`src/inc/rtct_map.svh`:
```
// Register offsets, field positions, reset values and counts of the trim block
`ifndef RTCT_MAP_SVH
`define RTCT_MAP_SVH

// ----------------------------------------------------------------------
// Serial register space
// ----------------------------------------------------------------------
`define RTCT_ADDR_TRIM 4'h7
`define RTCT_ADDR_CTL1 4'he
`define RTCT_ADDR_CTL2 4'hf

// ----------------------------------------------------------------------
// Fields and reset values
// ----------------------------------------------------------------------
`define RTCT_PON_BIT 4
`define RTCT_TRIM_RST 7'h00
`define RTCT_CTL1_RST 8'h00
`define RTCT_PULSE_MASK 8'hcf
`define RTCT_PULSE_CODE 8'h03
`define RTCT_CMD_FMT_READ 2
`define RTCT_CMD_FMT_SINGLE 3

// ----------------------------------------------------------------------
// Time base in oscillator cycles, step shift, last window second and trim codes
// ----------------------------------------------------------------------
`define RTCT_SEC_CYC 16'h8000
`define RTCT_HALF_SEC_CYC 16'h4000
`define RTCT_STEP_SHIFT 1
`define RTCT_WINDOW_LAST 5'h13
`define RTCT_CODE_ONE 7'h01
`define RTCT_CODE_M63 7'h41

`endif

```
`src/inc/rtct_pkg.sv`:
```
// Types shared by the trim block and its serial port
package rtct_pkg;

  typedef struct packed {
    logic ce;
    logic sclk;
    logic si;
  } rtct_ser_t;

  typedef struct packed {
    logic stb;
    logic [3:0] addr;
    logic [7:0] data;
  } rtct_wr_t;

endpackage

```
`src/verilog/rtct_serial_port.sv`:
```
// Four-wire serial port: command byte, then single or burst data bytes
`timescale 1ns/100ps
`include "rtct_map.svh"

module rtct_serial_port (
  input wire logic sys_clk_i,
  input wire logic sys_rst_i,
  input wire rtct_pkg::rtct_ser_t ser_i,
  input wire logic [7:0] rd_data_i,
  output logic [3:0] rd_addr_o,
  output rtct_pkg::rtct_wr_t wr_o,
  output logic so_o
);

  typedef struct packed {
    logic sclk_prev;
    logic [2:0] bitcnt;
    logic [7:0] shreg;
    logic is_cmd;
    logic rd;
    logic burst;
    logic load;
    logic [3:0] addr;
    logic [7:0] sodat;
    logic so;
    rtct_pkg::rtct_wr_t wr;
  } rtct_sp_state_t;

  rtct_sp_state_t st;
  rtct_sp_state_t next_st;
  logic rise;
  logic fall;
  logic [7:0] byte_in;

  assign rise = ser_i.sclk & ~st.sclk_prev;
  assign fall = ~ser_i.sclk & st.sclk_prev;
  assign byte_in = {st.shreg[6:0], ser_i.si};

  // ----------------------------------------------------------------------
  // Next state
  // ----------------------------------------------------------------------
  always_comb begin
    next_st = st;
    next_st.wr.stb = 1'b0;
    next_st.load = 1'b0;
    next_st.sclk_prev = ser_i.sclk;
    if (st.load) begin
      next_st.sodat = rd_data_i;
    end
    if (!ser_i.ce) begin
      // Dropping the enable ends any transfer at once
      next_st.bitcnt = 3'h0;
      next_st.is_cmd = 1'b1;
      next_st.so = 1'b0;
    end else if (rise) begin
      next_st.shreg = byte_in;
      next_st.bitcnt = st.bitcnt + 3'h1;
      if (st.bitcnt == 3'h7) begin
        if (st.is_cmd) begin
          next_st.addr = byte_in[7:4];
          next_st.rd = byte_in[`RTCT_CMD_FMT_READ];
          next_st.burst = ~byte_in[`RTCT_CMD_FMT_SINGLE];
          next_st.is_cmd = 1'b0;
          next_st.load = byte_in[`RTCT_CMD_FMT_READ];
        end else begin
          if (!st.rd) begin
            next_st.wr.stb = 1'b1;
            next_st.wr.addr = st.addr;
            next_st.wr.data = byte_in;
          end
          if (st.burst) begin
            // Address wraps from the top of the space back to zero
            next_st.addr = st.addr + 4'h1;
            next_st.load = st.rd;
          end else begin
            next_st.is_cmd = 1'b1;
          end
        end
      end
    end else if (fall && st.rd && !st.is_cmd) begin
      next_st.so = st.sodat[7];
      next_st.sodat = {st.sodat[6:0], 1'b0};
    end
  end

  always_ff @(posedge sys_clk_i) begin
    if (sys_rst_i) begin
      st <= '0;
      st.is_cmd <= 1'b1;
    end else begin
      st <= next_st;
    end
  end

  assign rd_addr_o = st.addr;
  assign wr_o = st.wr;
  assign so_o = st.so;

endmodule

```
`src/verilog/rtct_time_trim.sv`:
```
// Time base with 20-second digital trim, trim registers and 1 Hz pulse out
//
// Operation
// - Fixed clock output runs from power-up.
// - Trim alters one second per 20-second window.
// - Low six code bits zero disables trim.
// - Codes 0, +1, -64, -63 change nothing.
// - Positive code slows by code minus one.
// - Negative code speeds by distance below 80h.
// - Slow range 3.05 to 189.2 ppm.
// - Fast range 3.05 to 189.2 ppm.
// - Fixed clock output is never trimmed.
// - Control pattern 0,0,x,x,0,0,1,1 gives 1 Hz pulses.
// - Pulse output shows one altered period per window.
// - Trim register sits at address 7h.
// - Power-up flag clears the trim code.
`timescale 1ns/100ps
`include "rtct_map.svh"

module rtct_time_trim (
  input wire logic sys_clk_i,
  input wire logic sys_rst_i,
  input wire logic osc_clk_i,
  input wire rtct_pkg::rtct_ser_t ser_i,
  output logic ser_so_o,
  output logic fixed_clock_out_pin_o,
  output logic fixed_clock_out_pin_oe_o,
  output logic interrupt_pin_o,
  output logic interrupt_pin_oe_o,
  output logic sec_tick_o,
  output logic [4:0] window_sec_o
);

  typedef struct packed {
    logic fix_out;
    logic osc_prev;
    logic [15:0] div;
    logic [4:0] win_sec;
    logic sec_tick;
    logic [6:0] trim_value_field;
    logic [7:0] ctl1;
    logic power_up_flag;
    logic pulse_low;
  } rtct_state_t;

  rtct_state_t st;
  rtct_state_t next_st;
  rtct_pkg::rtct_wr_t wr;
  logic [3:0] rd_addr;
  logic [7:0] rd_data;
  logic osc_edge;
  logic pulse_mode;
  logic [7:0] steps;
  logic [15:0] period;

  // ----------------------------------------------------------------------
  // Serial register port
  // ----------------------------------------------------------------------
  rtct_serial_port u_port (
    .sys_clk_i(sys_clk_i),
    .sys_rst_i(sys_rst_i),
    .ser_i(ser_i),
    .rd_data_i(rd_data),
    .rd_addr_o(rd_addr),
    .wr_o(wr),
    .so_o(ser_so_o)
  );

  always_comb begin
    if (rd_addr == `RTCT_ADDR_TRIM) begin
      rd_data = {1'b0, st.trim_value_field};
    end else if (rd_addr == `RTCT_ADDR_CTL1) begin
      rd_data = st.ctl1;
    end else if (rd_addr == `RTCT_ADDR_CTL2) begin
      rd_data = 8'h00;
      rd_data[`RTCT_PON_BIT] = st.power_up_flag;
    end else begin
      rd_data = 8'h00;
    end
  end

  // ----------------------------------------------------------------------
  // Trim code to signed step count
  // ----------------------------------------------------------------------
  function automatic logic [7:0] trim_steps(input logic [6:0] code);
    logic [7:0] s;
    s = 8'h00;
    if (code[5:0] == 6'h00) begin
      s = 8'h00;
    end else if (code == `RTCT_CODE_ONE || code == `RTCT_CODE_M63) begin
      s = 8'h00;
    end else if (!code[6]) begin
      s = {1'b0, code} - 8'h01;
    end else begin
      // Sign-extended code is minus its distance below 80h
      s = {1'b1, code};
    end
    return s;
  endfunction

  assign steps = trim_steps(st.trim_value_field);

  // Each step is two oscillator cycles so one step per window is ~3.05 ppm
  always_comb begin
    if (st.win_sec == 5'h00) begin
      period = `RTCT_SEC_CYC
        + ({{8{steps[7]}}, steps} <<< `RTCT_STEP_SHIFT);
    end else begin
      period = `RTCT_SEC_CYC;
    end
  end

  assign osc_edge = osc_clk_i & ~st.osc_prev;
  assign pulse_mode =
    (st.ctl1 & `RTCT_PULSE_MASK) == `RTCT_PULSE_CODE;

  // ----------------------------------------------------------------------
  // Next state
  // ----------------------------------------------------------------------
  always_comb begin
    next_st = st;
    next_st.osc_prev = osc_clk_i;
    next_st.sec_tick = 1'b0;
    // Straight copy of the crystal; trim never reaches this pin
    next_st.fix_out = osc_clk_i;
    if (osc_edge) begin
      // Compare with >= so a code change mid-second cannot overrun
      if (st.div >= period - 16'h0001) begin
        next_st.div = 16'h0000;
        next_st.sec_tick = 1'b1;
        if (st.win_sec == `RTCT_WINDOW_LAST) begin
          next_st.win_sec = 5'h00;
        end else begin
          next_st.win_sec = st.win_sec + 5'h01;
        end
      end else begin
        next_st.div = st.div + 16'h0001;
      end
    end
    // Low for the first half of each second, so the trimmed
    // second shows as one altered pulse period per window
    next_st.pulse_low = pulse_mode
      && (next_st.div < `RTCT_HALF_SEC_CYC);
    if (wr.stb) begin
      if (wr.addr == `RTCT_ADDR_TRIM) begin
        // Top bit of the byte is dropped
        next_st.trim_value_field = wr.data[6:0];
      end else if (wr.addr == `RTCT_ADDR_CTL1) begin
        next_st.ctl1 = wr.data;
      end else if (wr.addr == `RTCT_ADDR_CTL2) begin
        // Flag accepts only a written zero
        if (!wr.data[`RTCT_PON_BIT]) begin
          next_st.power_up_flag = 1'b0;
        end
      end
    end
    if (st.power_up_flag) begin
      next_st.trim_value_field = `RTCT_TRIM_RST;
      next_st.ctl1 = `RTCT_CTL1_RST;
    end
  end

  always_ff @(posedge sys_clk_i) begin
    if (sys_rst_i) begin
      st <= '0;
      st.power_up_flag <= 1'b1;
    end else begin
      st <= next_st;
    end
  end

  // ----------------------------------------------------------------------
  // Pins: both are open drain, enable high while pulling low
  // ----------------------------------------------------------------------
  assign fixed_clock_out_pin_o = 1'b0;
  assign fixed_clock_out_pin_oe_o = ~st.fix_out;
  assign interrupt_pin_o = 1'b0;
  assign interrupt_pin_oe_o = st.pulse_low;
  assign sec_tick_o = st.sec_tick;
  assign window_sec_o = st.win_sec;

  // ----------------------------------------------------------------------
  // Checks
  // ----------------------------------------------------------------------
  property p_fixed_untrimmed;
    @(posedge sys_clk_i) disable iff (sys_rst_i)
      ##1 (fixed_clock_out_pin_oe_o == ~$past(osc_clk_i));
  endproperty
  a_fixed_untrimmed: assert property (p_fixed_untrimmed)
    else $error("Fixed clock output does not follow the crystal");

  property p_disabled;
    @(posedge sys_clk_i) disable iff (sys_rst_i)
      (st.trim_value_field[5:0] == 6'h00) |-> (period == 16'h8000);
  endproperty
  a_disabled: assert property (p_disabled)
    else $error("Trim active with zero low code bits");

  property p_no_change;
    @(posedge sys_clk_i) disable iff (sys_rst_i)
      (st.trim_value_field == 7'h01 || st.trim_value_field == 7'h40
       || st.trim_value_field == 7'h41) |-> (period == 16'h8000);
  endproperty
  a_no_change: assert property (p_no_change)
    else $error("No-change code altered the second");

  property p_slow;
    @(posedge sys_clk_i) disable iff (sys_rst_i)
      (st.win_sec == 5'h00 && !st.trim_value_field[6]
       && st.trim_value_field > 7'h01)
      |-> (period == 16'h8000 + 16'(2 * (st.trim_value_field - 7'h01)));
  endproperty
  a_slow: assert property (p_slow)
    else $error("Positive code gave the wrong longer second");

  property p_fast;
    @(posedge sys_clk_i) disable iff (sys_rst_i)
      (st.win_sec == 5'h00 && st.trim_value_field > 7'h41)
      |-> (period == 16'h8000 - 16'(2 * (8'h80 - st.trim_value_field)));
  endproperty
  a_fast: assert property (p_fast)
    else $error("Negative code gave the wrong shorter second");

  property p_range;
    @(posedge sys_clk_i) disable iff (sys_rst_i)
      (period >= 16'h7f84) && (period <= 16'h807c);
  endproperty
  a_range: assert property (p_range)
    else $error("Second length outside the trim range");

  property p_window;
    @(posedge sys_clk_i) disable iff (sys_rst_i)
      (st.win_sec != 5'h00) |-> (period == 16'h8000);
  endproperty
  a_window: assert property (p_window)
    else $error("Second outside the window start was trimmed");

  property p_wrap;
    @(posedge sys_clk_i) disable iff (sys_rst_i)
      sec_tick_o |-> (st.div == 16'h0000) && (window_sec_o ==
        (($past(window_sec_o) == 5'h13) ? 5'h00
         : 5'($past(window_sec_o) + 5'h01)));
  endproperty
  a_wrap: assert property (p_wrap)
    else $error("Window second did not step or wrap at the tick");

  property p_pon_clears;
    @(posedge sys_clk_i) disable iff (sys_rst_i)
      st.power_up_flag |=> (st.trim_value_field == 7'h00);
  endproperty
  a_pon_clears: assert property (p_pon_clears)
    else $error("Trim code survived the power-up flag");

  property p_trim_write;
    @(posedge sys_clk_i) disable iff (sys_rst_i)
      (wr.stb && wr.addr == 4'h7 && !st.power_up_flag)
      |=> (st.trim_value_field == $past(wr.data[6:0]));
  endproperty
  a_trim_write: assert property (p_trim_write)
    else $error("Write to address 7h not stored");

  property p_pulse_gated;
    @(posedge sys_clk_i) disable iff (sys_rst_i)
      interrupt_pin_oe_o |-> $past(pulse_mode) || $past(st.power_up_flag);
  endproperty
  a_pulse_gated: assert property (p_pulse_gated)
    else $error("Pulse output without the pulse-mode pattern");

  property p_win_range;
    @(posedge sys_clk_i) disable iff (sys_rst_i)
      window_sec_o <= 5'h13;
  endproperty
  a_win_range: assert property (p_win_range)
    else $error("Window second beyond the last of twenty");

  property p_tick_single;
    @(posedge sys_clk_i) disable iff (sys_rst_i)
      sec_tick_o |=> !sec_tick_o;
  endproperty
  a_tick_single: assert property (p_tick_single)
    else $error("Second tick lasted more than one cycle");

  property p_div_bound;
    @(posedge sys_clk_i) disable iff (sys_rst_i)
      st.div < 16'h807c;
  endproperty
  a_div_bound: assert property (p_div_bound)
    else $error("Divider ran past the longest trimmed second");

  property p_pulse_half;
    @(posedge sys_clk_i) disable iff (sys_rst_i)
      interrupt_pin_oe_o |-> (st.div < 16'h4000);
  endproperty
  a_pulse_half: assert property (p_pulse_half)
    else $error("Pulse output low outside the first half second");

  property p_trim_top_zero;
    @(posedge sys_clk_i) disable iff (sys_rst_i)
      (rd_addr == 4'h7) |-> (rd_data[7] == 1'b0);
  endproperty
  a_trim_top_zero: assert property (p_trim_top_zero)
    else $error("Trim register read a set top bit");

endmodule

```
`config.mk`:
```
export PLATFORM = sky130hd
export DESIGN_NAME = rtct_time_trim
export DESIGN_NICKNAME = d
export VERILOG_FILES = /design/src/inc/rtct_pkg.sv /design/src/verilog/rtct_serial_port.sv /design/src/verilog/rtct_time_trim.sv
export VERILOG_INCLUDE_DIRS = /design/src /design/src/inc
export SDC_FILE = /design/constraint.sdc
export NUM_CORES = 1
export LEC_CHECK = 0
export ABC_AREA = 1
export BUFFER_PORTS_ARGS = -buffer_cell sky130_fd_sc_hd__buf_2
export CAP_MARGIN = 0
export CELL_PAD_IN_SITES_DETAIL_PLACEMENT = 0
export CELL_PAD_IN_SITES_GLOBAL_PLACEMENT = 2
export CORE_AREA = 8 8 119 121
export CTS_CLUSTER_SIZE = 8
export DETAILED_ROUTE_END_ITERATION = 6
export DIE_AREA = 0 0 127 129
export PLACE_DENSITY = 0.86
export SLEW_MARGIN = 40
export SYNTH_ARGS = -nofsm -noshare
export SYNTH_HDL_FRONTEND = slang
export SYNTH_SLANG_ARGS = --single-unit
```
`constraint.sdc`:
```
create_clock -name sys_clk_i -period 3.86 [get_ports sys_clk_i]
set_clock_uncertainty 0.05 [all_clocks]
set_input_delay 0.193 -clock sys_clk_i [delete_from_list [all_inputs] [get_ports sys_clk_i]]
set_output_delay 0.193 -clock sys_clk_i [all_outputs]
set_load 0.05 [all_outputs]
```
# Yosys cells after proc, flatten, opt, wreduce, memory -nomap -nowiden
# Index checks and enable logic that the tools add are counted.
dict set report word_totals {
  word_cells 100
  register_bits 81
  out_inout_bits 11
}
dict set report op_classes {
  n_bitwise 16
  muxes 20
  order_cmp 2
  n_eq_ne 11
  reduce_logical 23
  add_sub_neg 7
}
# op n
set op_table {}
lappend op_table {{two-way mux 8 bit} 7}
lappend op_table {{two-way mux 16 bit} 2}
lappend op_table {{two-way mux 22 bit} 1}
lappend op_table {{two-way mux 5 bit} 4}
lappend op_table {{two-way mux 9 bit} 2}
lappend op_table {{adder 16 x 1 -> 16 bit, second input constant} 1}
lappend op_table {{adder 16 bit, first input constant} 1}
lappend op_table {{equality test 4 bit, second input constant} 4}
lappend op_table {{greater-or-equal comparator 16 bit} 1}
lappend op_table {{< comparator 16 x 15 -> 1 bit, second input constant} 1}
lappend op_table {{subtractor 16 x 1 -> 16 bit, second input constant} 1}
lappend op_table {{two-way mux 13 bit} 1}
lappend op_table {{inverter 1 bit} 13}
lappend op_table {{AND reduction 2 bit} 5}
lappend op_table {{AND reduction 5 bit} 2}
lappend op_table {{equality test 4 x 3 -> 1 bit, second input constant} 2}
lappend op_table {{AND reduction 4 bit} 2}
lappend op_table {{subtractor 7 x 1 -> 8 bit, second input constant} 1}
lappend op_table {{equality test 7 x 1 -> 1 bit, second input constant} 1}
lappend op_table {{equality test 7 bit, second input constant} 1}
lappend op_table {{equality test 6 x 2 -> 1 bit, second input constant} 1}
lappend op_table {{zero test 6 bit} 1}
lappend op_table {{two-way mux 6 bit} 1}
lappend op_table {{OR reduction 2 bit} 3}
lappend op_table {{other kinds (15)} 20}

# Depth between registers and ports, before layout
dict set report logic_depth {
  depth_word 12
  depth_mapped 25
  mapped_depth_nobuf 25
}

# By module
# From an unflattened synthesis, not the netlist that was laid out.
dict set report hier_totals {
  cells_unflattened 663
  hier_area_um2 4697.0
}
# mod cells_per_inst area_each_um2 n_inst
set modules_own_cells {}
lappend modules_own_cells {rtct_time_trim 386 2736.4 1}
lappend modules_own_cells {rtct_serial_port 277 1960.6 1}

# Least setup slack after synthesis
# No wires, ideal clock.
dict set report synth_timing {
  path_type {register to register}
  startpoint {register st[10] (netlist name)}
  endpoint {register st[35] (netlist name)}
  setup_slack_ns 1.055
  stages_incl_launch_ff 24
  setup_time_ns 0.078
  t_arrival_ns 2.678
  t_required_ns 3.732
  path_cell_list {dfxtp_1 > inv_1 > ha_1 > nor2_1 > nor2_1 > nand2_1 > nand2_2 > inv_4 > nand2_1 > ha_1 > nand2_2 > nor2_4 > nand4_1 > nand2_1 > ha_1 > a21o_1 > nor2_1 > nand2_1 > nand2_1 > nand2_2 > nand2_4 > nand2_4 > buf_6 > nor3_1}
}
dict set report synth_via {
  elab_chain_cells 10
  word_cells_on_any_way 14
}
# element line
set synth_rtl {}
lappend synth_rtl {{from (decl)} rtct_time_trim.sv:46} ;# rtct_state_t st;
lappend synth_rtl {{from (signal assigned)} rtct_time_trim.sv:168} ;# st <= next_st;
lappend synth_rtl {{subtractor 7 x 1 -> 8 bit, or another cell as far along} rtct_time_trim.sv:93} ;# s = {1'b0, code} - 8'h01;
lappend synth_rtl {{two-way mux 8 bit / logical OR 1 bit (equally long branches)} n/a}
lappend synth_rtl {{two-way mux 8 bit} rtct_time_trim.sv:90} ;# end else if (code == `RTCT_CODE_ONE || code == `RTCT_CODE_M63) begin
lappend synth_rtl {{two-way mux 8 bit *} rtct_time_trim.sv:88} ;# if (code[5:0] == 6'h00) begin
lappend synth_rtl {{adder 16 bit (no source line) *} n/a}
lappend synth_rtl {{two-way mux 16 bit *} rtct_time_trim.sv:105} ;# if (st.win_sec == 5'h00) begin
lappend synth_rtl {{subtractor 16 x 1 -> 16 bit *} rtct_time_trim.sv:128} ;# if (st.div >= period - 16'h0001) begin
lappend synth_rtl {{greater-or-equal comparator 16 bit *} rtct_time_trim.sv:128}
lappend synth_rtl {{two-way mux 16 bit *} rtct_time_trim.sv:128}
lappend synth_rtl {{two-way mux 22 bit *} rtct_time_trim.sv:126} ;# if (osc_edge) begin
# Every way passes the cells marked *; elsewhere a longest branch is shown, timed or not.
# A chain may end at the register's enable or synchronous reset.

# Worst setup path in the final report
dict set report layout_timing {
  startpoint {register st[10] (netlist name)}
  endpoint {register st[36] (netlist name)}
}
# The elaborated chain is that of the path after synthesis.

==> impl_metrics.toml <==
[outcome]
status = "finished, final reports clean"

[placement]
dpl.hpwl_microns = 7040
numPortBuffers = 14
place_congestion = 0.789
place_area_sq_um = 4410

[worst_setup_path]
cp-start-kind = "flip-flop"
reg2reg_depth = 21
worstPathCellList = "inv_1 -> ha_1 -> nor2_1 -> nor2_1 -> nand2_1 -> nand2_2 -> inv_4 -> nand2_1 -> ha_1 -> nand2_2 -> nor2_4 -> nand3_2 -> nand2_2 -> ha_1 -> a21oi_1 -> o21ai_0 -> nor2_1 -> nand2_2 -> nand2_4 -> nand2_4 -> nor3_1"
arrival_ns = 3.33
end_kind = "flip-flop"
path_buf_inv = 2
slowest_delay_ns = 0.42
crit_top_cell = "nand2_2"
path_class = "flip-flop to flip-flop"
cpMaxStageDelayCell = "dfxtp_1"
path_delay_family = "simple AND/OR/NAND/NOR gates"
cp.depth = 21
worstPathRequired_ns = 4.07
critPathMaxFanout = 16

[synth]
synth-edff-count = 0
synth_cells = 570
synth.area.top_cells = "dfxtp_1 (38%), nand2_1 (8.2%), ha_1 (7.3%), a21oi_1 (6.2%), inv_1 (5.7%)"
synthTopCellsByCount = "nand2_1 (94), dfxtp_1 (81), inv_1 (65), a21oi_1 (53), o21ai_0 (47)"
synth.top_cell.area_share_pct = 37.9
ys_warn_count = 0
synth_area_per_cell_sq_um = 7.51
yosysMostFrequentCell = "nand2_1"
synth_top_flop_cell = "dfxtp_1"
async_flop_share_pct = 0
synth_seq_area_share_pct = 37.9
synth_cell_types = 44
synth.ff_latch_count = 81
syn_area_sq_um = 4280
yosysTopAreaCell = "dfxtp_1"

[min_path]
hold_depth = 3
min_path_type = "primary input to flip-flop"

[drt]
ant_nets = 0
met1Wirelength_microns = 4680
drtIter0Drc = 264
route.met2.wl_microns = 4500
wl_per_cell_microns = 13.1
first_pass_iters = 5
routed_wirelength_microns = 9530
drc_errors = 0
vias = 3545
viasPerCell = 4.88
maxUsedRoutingLayer = "met4"
route.met3.wl_microns = 262

[clock_network]
clock-sinks = 81
post_cts_buffers = 0
clk_latency_ns = 0.33
clockBufferDepth = 2
cts.repair.resized = 0
cts_hold_buf = 0
path_clk_slew_ns = 0.07
cts_tree = "built"
clock-root-buffer = "clkbuf_16"
cts_max_level = 3
cts_buffers = 9

[timing]
fmax_ghz = 0.321
tns_ns = 0
finalHoldViolations = 0
setup_violations = 0
slew_violations = 0
timing.hold.ws_ns = 0.0380
finalCriticalPeriod_ns = 3.12
slew_headroom_pct = 59.6
worstMarginPinSlew_ns = 0.604
finalCritPeriodShare_pct = 80.8
rsz0062_at_grt = "false"

[pwr]
swShare_pct = 21.7
p_comb_share_pct = 2.9
p_int_mw = 1.42
power_switching_mw = 0.392
power.density_nw_per_um2 = 383
clkPwrFrac_pct = 50.2
vdd_drop_max_v = 0.000306
power.static_leakage_nw = 1.96
sequentialPowerShare_pct = 46.9

[grt]
grt_usage_pct = 12.2
grt_pass1_wl_microns = 16400
grt_max_degree = 33
antenna_found_initial = 0
grt-ovfl-total = 0
grt_pass1_vias = 3372

[final_layout]
ff_latch_area_sq_um = 1620
drive_above_1_share_pct = 13.4
n_antenna_cell = 0
fin_util_pct = 38.3
multi_input_area_sq_um = 2260
syn_to_final_growth_pct = 10.3
nets = 604
fillers = 1303
final_area_sq_um = 4720

[die]
core_area_sq_um = 12300
rows = 41
dieWidth_microns = 127
pin_count = 17
initial_core_util_pct = 34.7
die-area_sq_um = 16400
die_h_microns = 129

[run]
drv_cap = 0
-- worst paths after layout --
path	startpoint	end	slack, ns
worst max-delay path	st[10]	st[36]	0.74
worst min register to register	u_port.wr_o[10]	u_port.wr_o[10]	0.41
worst max register to register	st[10]	st[36]	0.74
worst min-delay path	osc_clk_i	st[39]	0.04
-- worst reg2reg max path, delay by kind of cell, from the launching register on --
family          cells  cell delay, ns
buf+inv             2            0.20
flops               1            0.42
simple gates       14            1.38
fa+ha+maj           3            0.78
compound gates      2            0.22
-- power groups by stage --
stage / registers, mW / logic (mW) / clock network, mW
2_1_floorplan: 0.864 / 0.0428 / 0
5_1_grt: 0.847 / 0.0600 / 0.953
6_report: 0.847 / 0.0531 / 0.907
4_1_cts: 0.847 / 0.0535 / 0.915
3_3_place_gp: 0.866 / 0.0534 / 0
3_5_place_dp: 0.866 / 0.0534 / 0
-- metrics by stage --
| step | setup WS (ns) | std cells | power [mW] |
|---|---|---|---|
| floorplan | 1.05 | 571 | 0.907 |
| global placement | 0.819 | 712 | 0.919 |
| detailed placement | 0.730 | 712 | 0.919 |
| CTS | 0.709 | 726 | 1.82 |
| global route | 0.287 | 726 | 1.86 |
| finish | 0.740 | 726 | 1.81 |
-- final cells by class --
cell class	count	share of cell area [%]
multi-input cells	395	47.9
flip-flops and latches	81	34.4
inverters	72	5.78
clock buffers	9	4.77
well taps	150	3.98
clock inverters	5	1.72
repair buffers	14	1.48
-- cells by family after synthesis --
kind of cell	share of synthesized area [%]
AO/OA/AOI/OAI	16.1
flip-flops	37.9
buffers and inverters	9.39
other	0.0877
XOR/XNOR	2.87
AND/OR/NAND/NOR	26.3
adder cells (fa/ha/maj)	7.31
-- state kept, by name, indices dropped and copies added (netlist names), 4 cells and up --
register          cells
u_port.rd_addr_o      4
window_sec_o          5
st                   33
u_port.wr_o          13
u_port.byte_in        7
u_port.st            16
-- metal layers --
metal	vias up	track usage, %
met5	-	0
met4	0	3.36
met3	6	2.23
met2	45	20.6
met1	1609	15.6
li1	1885	-
-- cells in the final DEF, fill, tap and decap left out, types with 5 or more instances in the layout --
| cell type | n |
|---|---|
| nor3_1 | 12 |
| nand2_1 | 94 |
| xor2_1 | 10 |
| dfxtp_1 | 81 |
| inv_1 | 64 |
| nor2_2 | 7 |
| nor2_1 | 42 |
| buf_2 | 14 |
| inv_2 | 6 |
| nand2_2 | 17 |
| nand3_1 | 24 |
| ha_1 | 25 |
| a21oi_1 | 53 |
| clkbuf_16 | 9 |
| a31oi_1 | 8 |
| o21ai_1 | 5 |
| o21ai_0 | 47 |
| nand4_1 | 8 |
No activity file was read; power rests on OpenSTA's default activity.
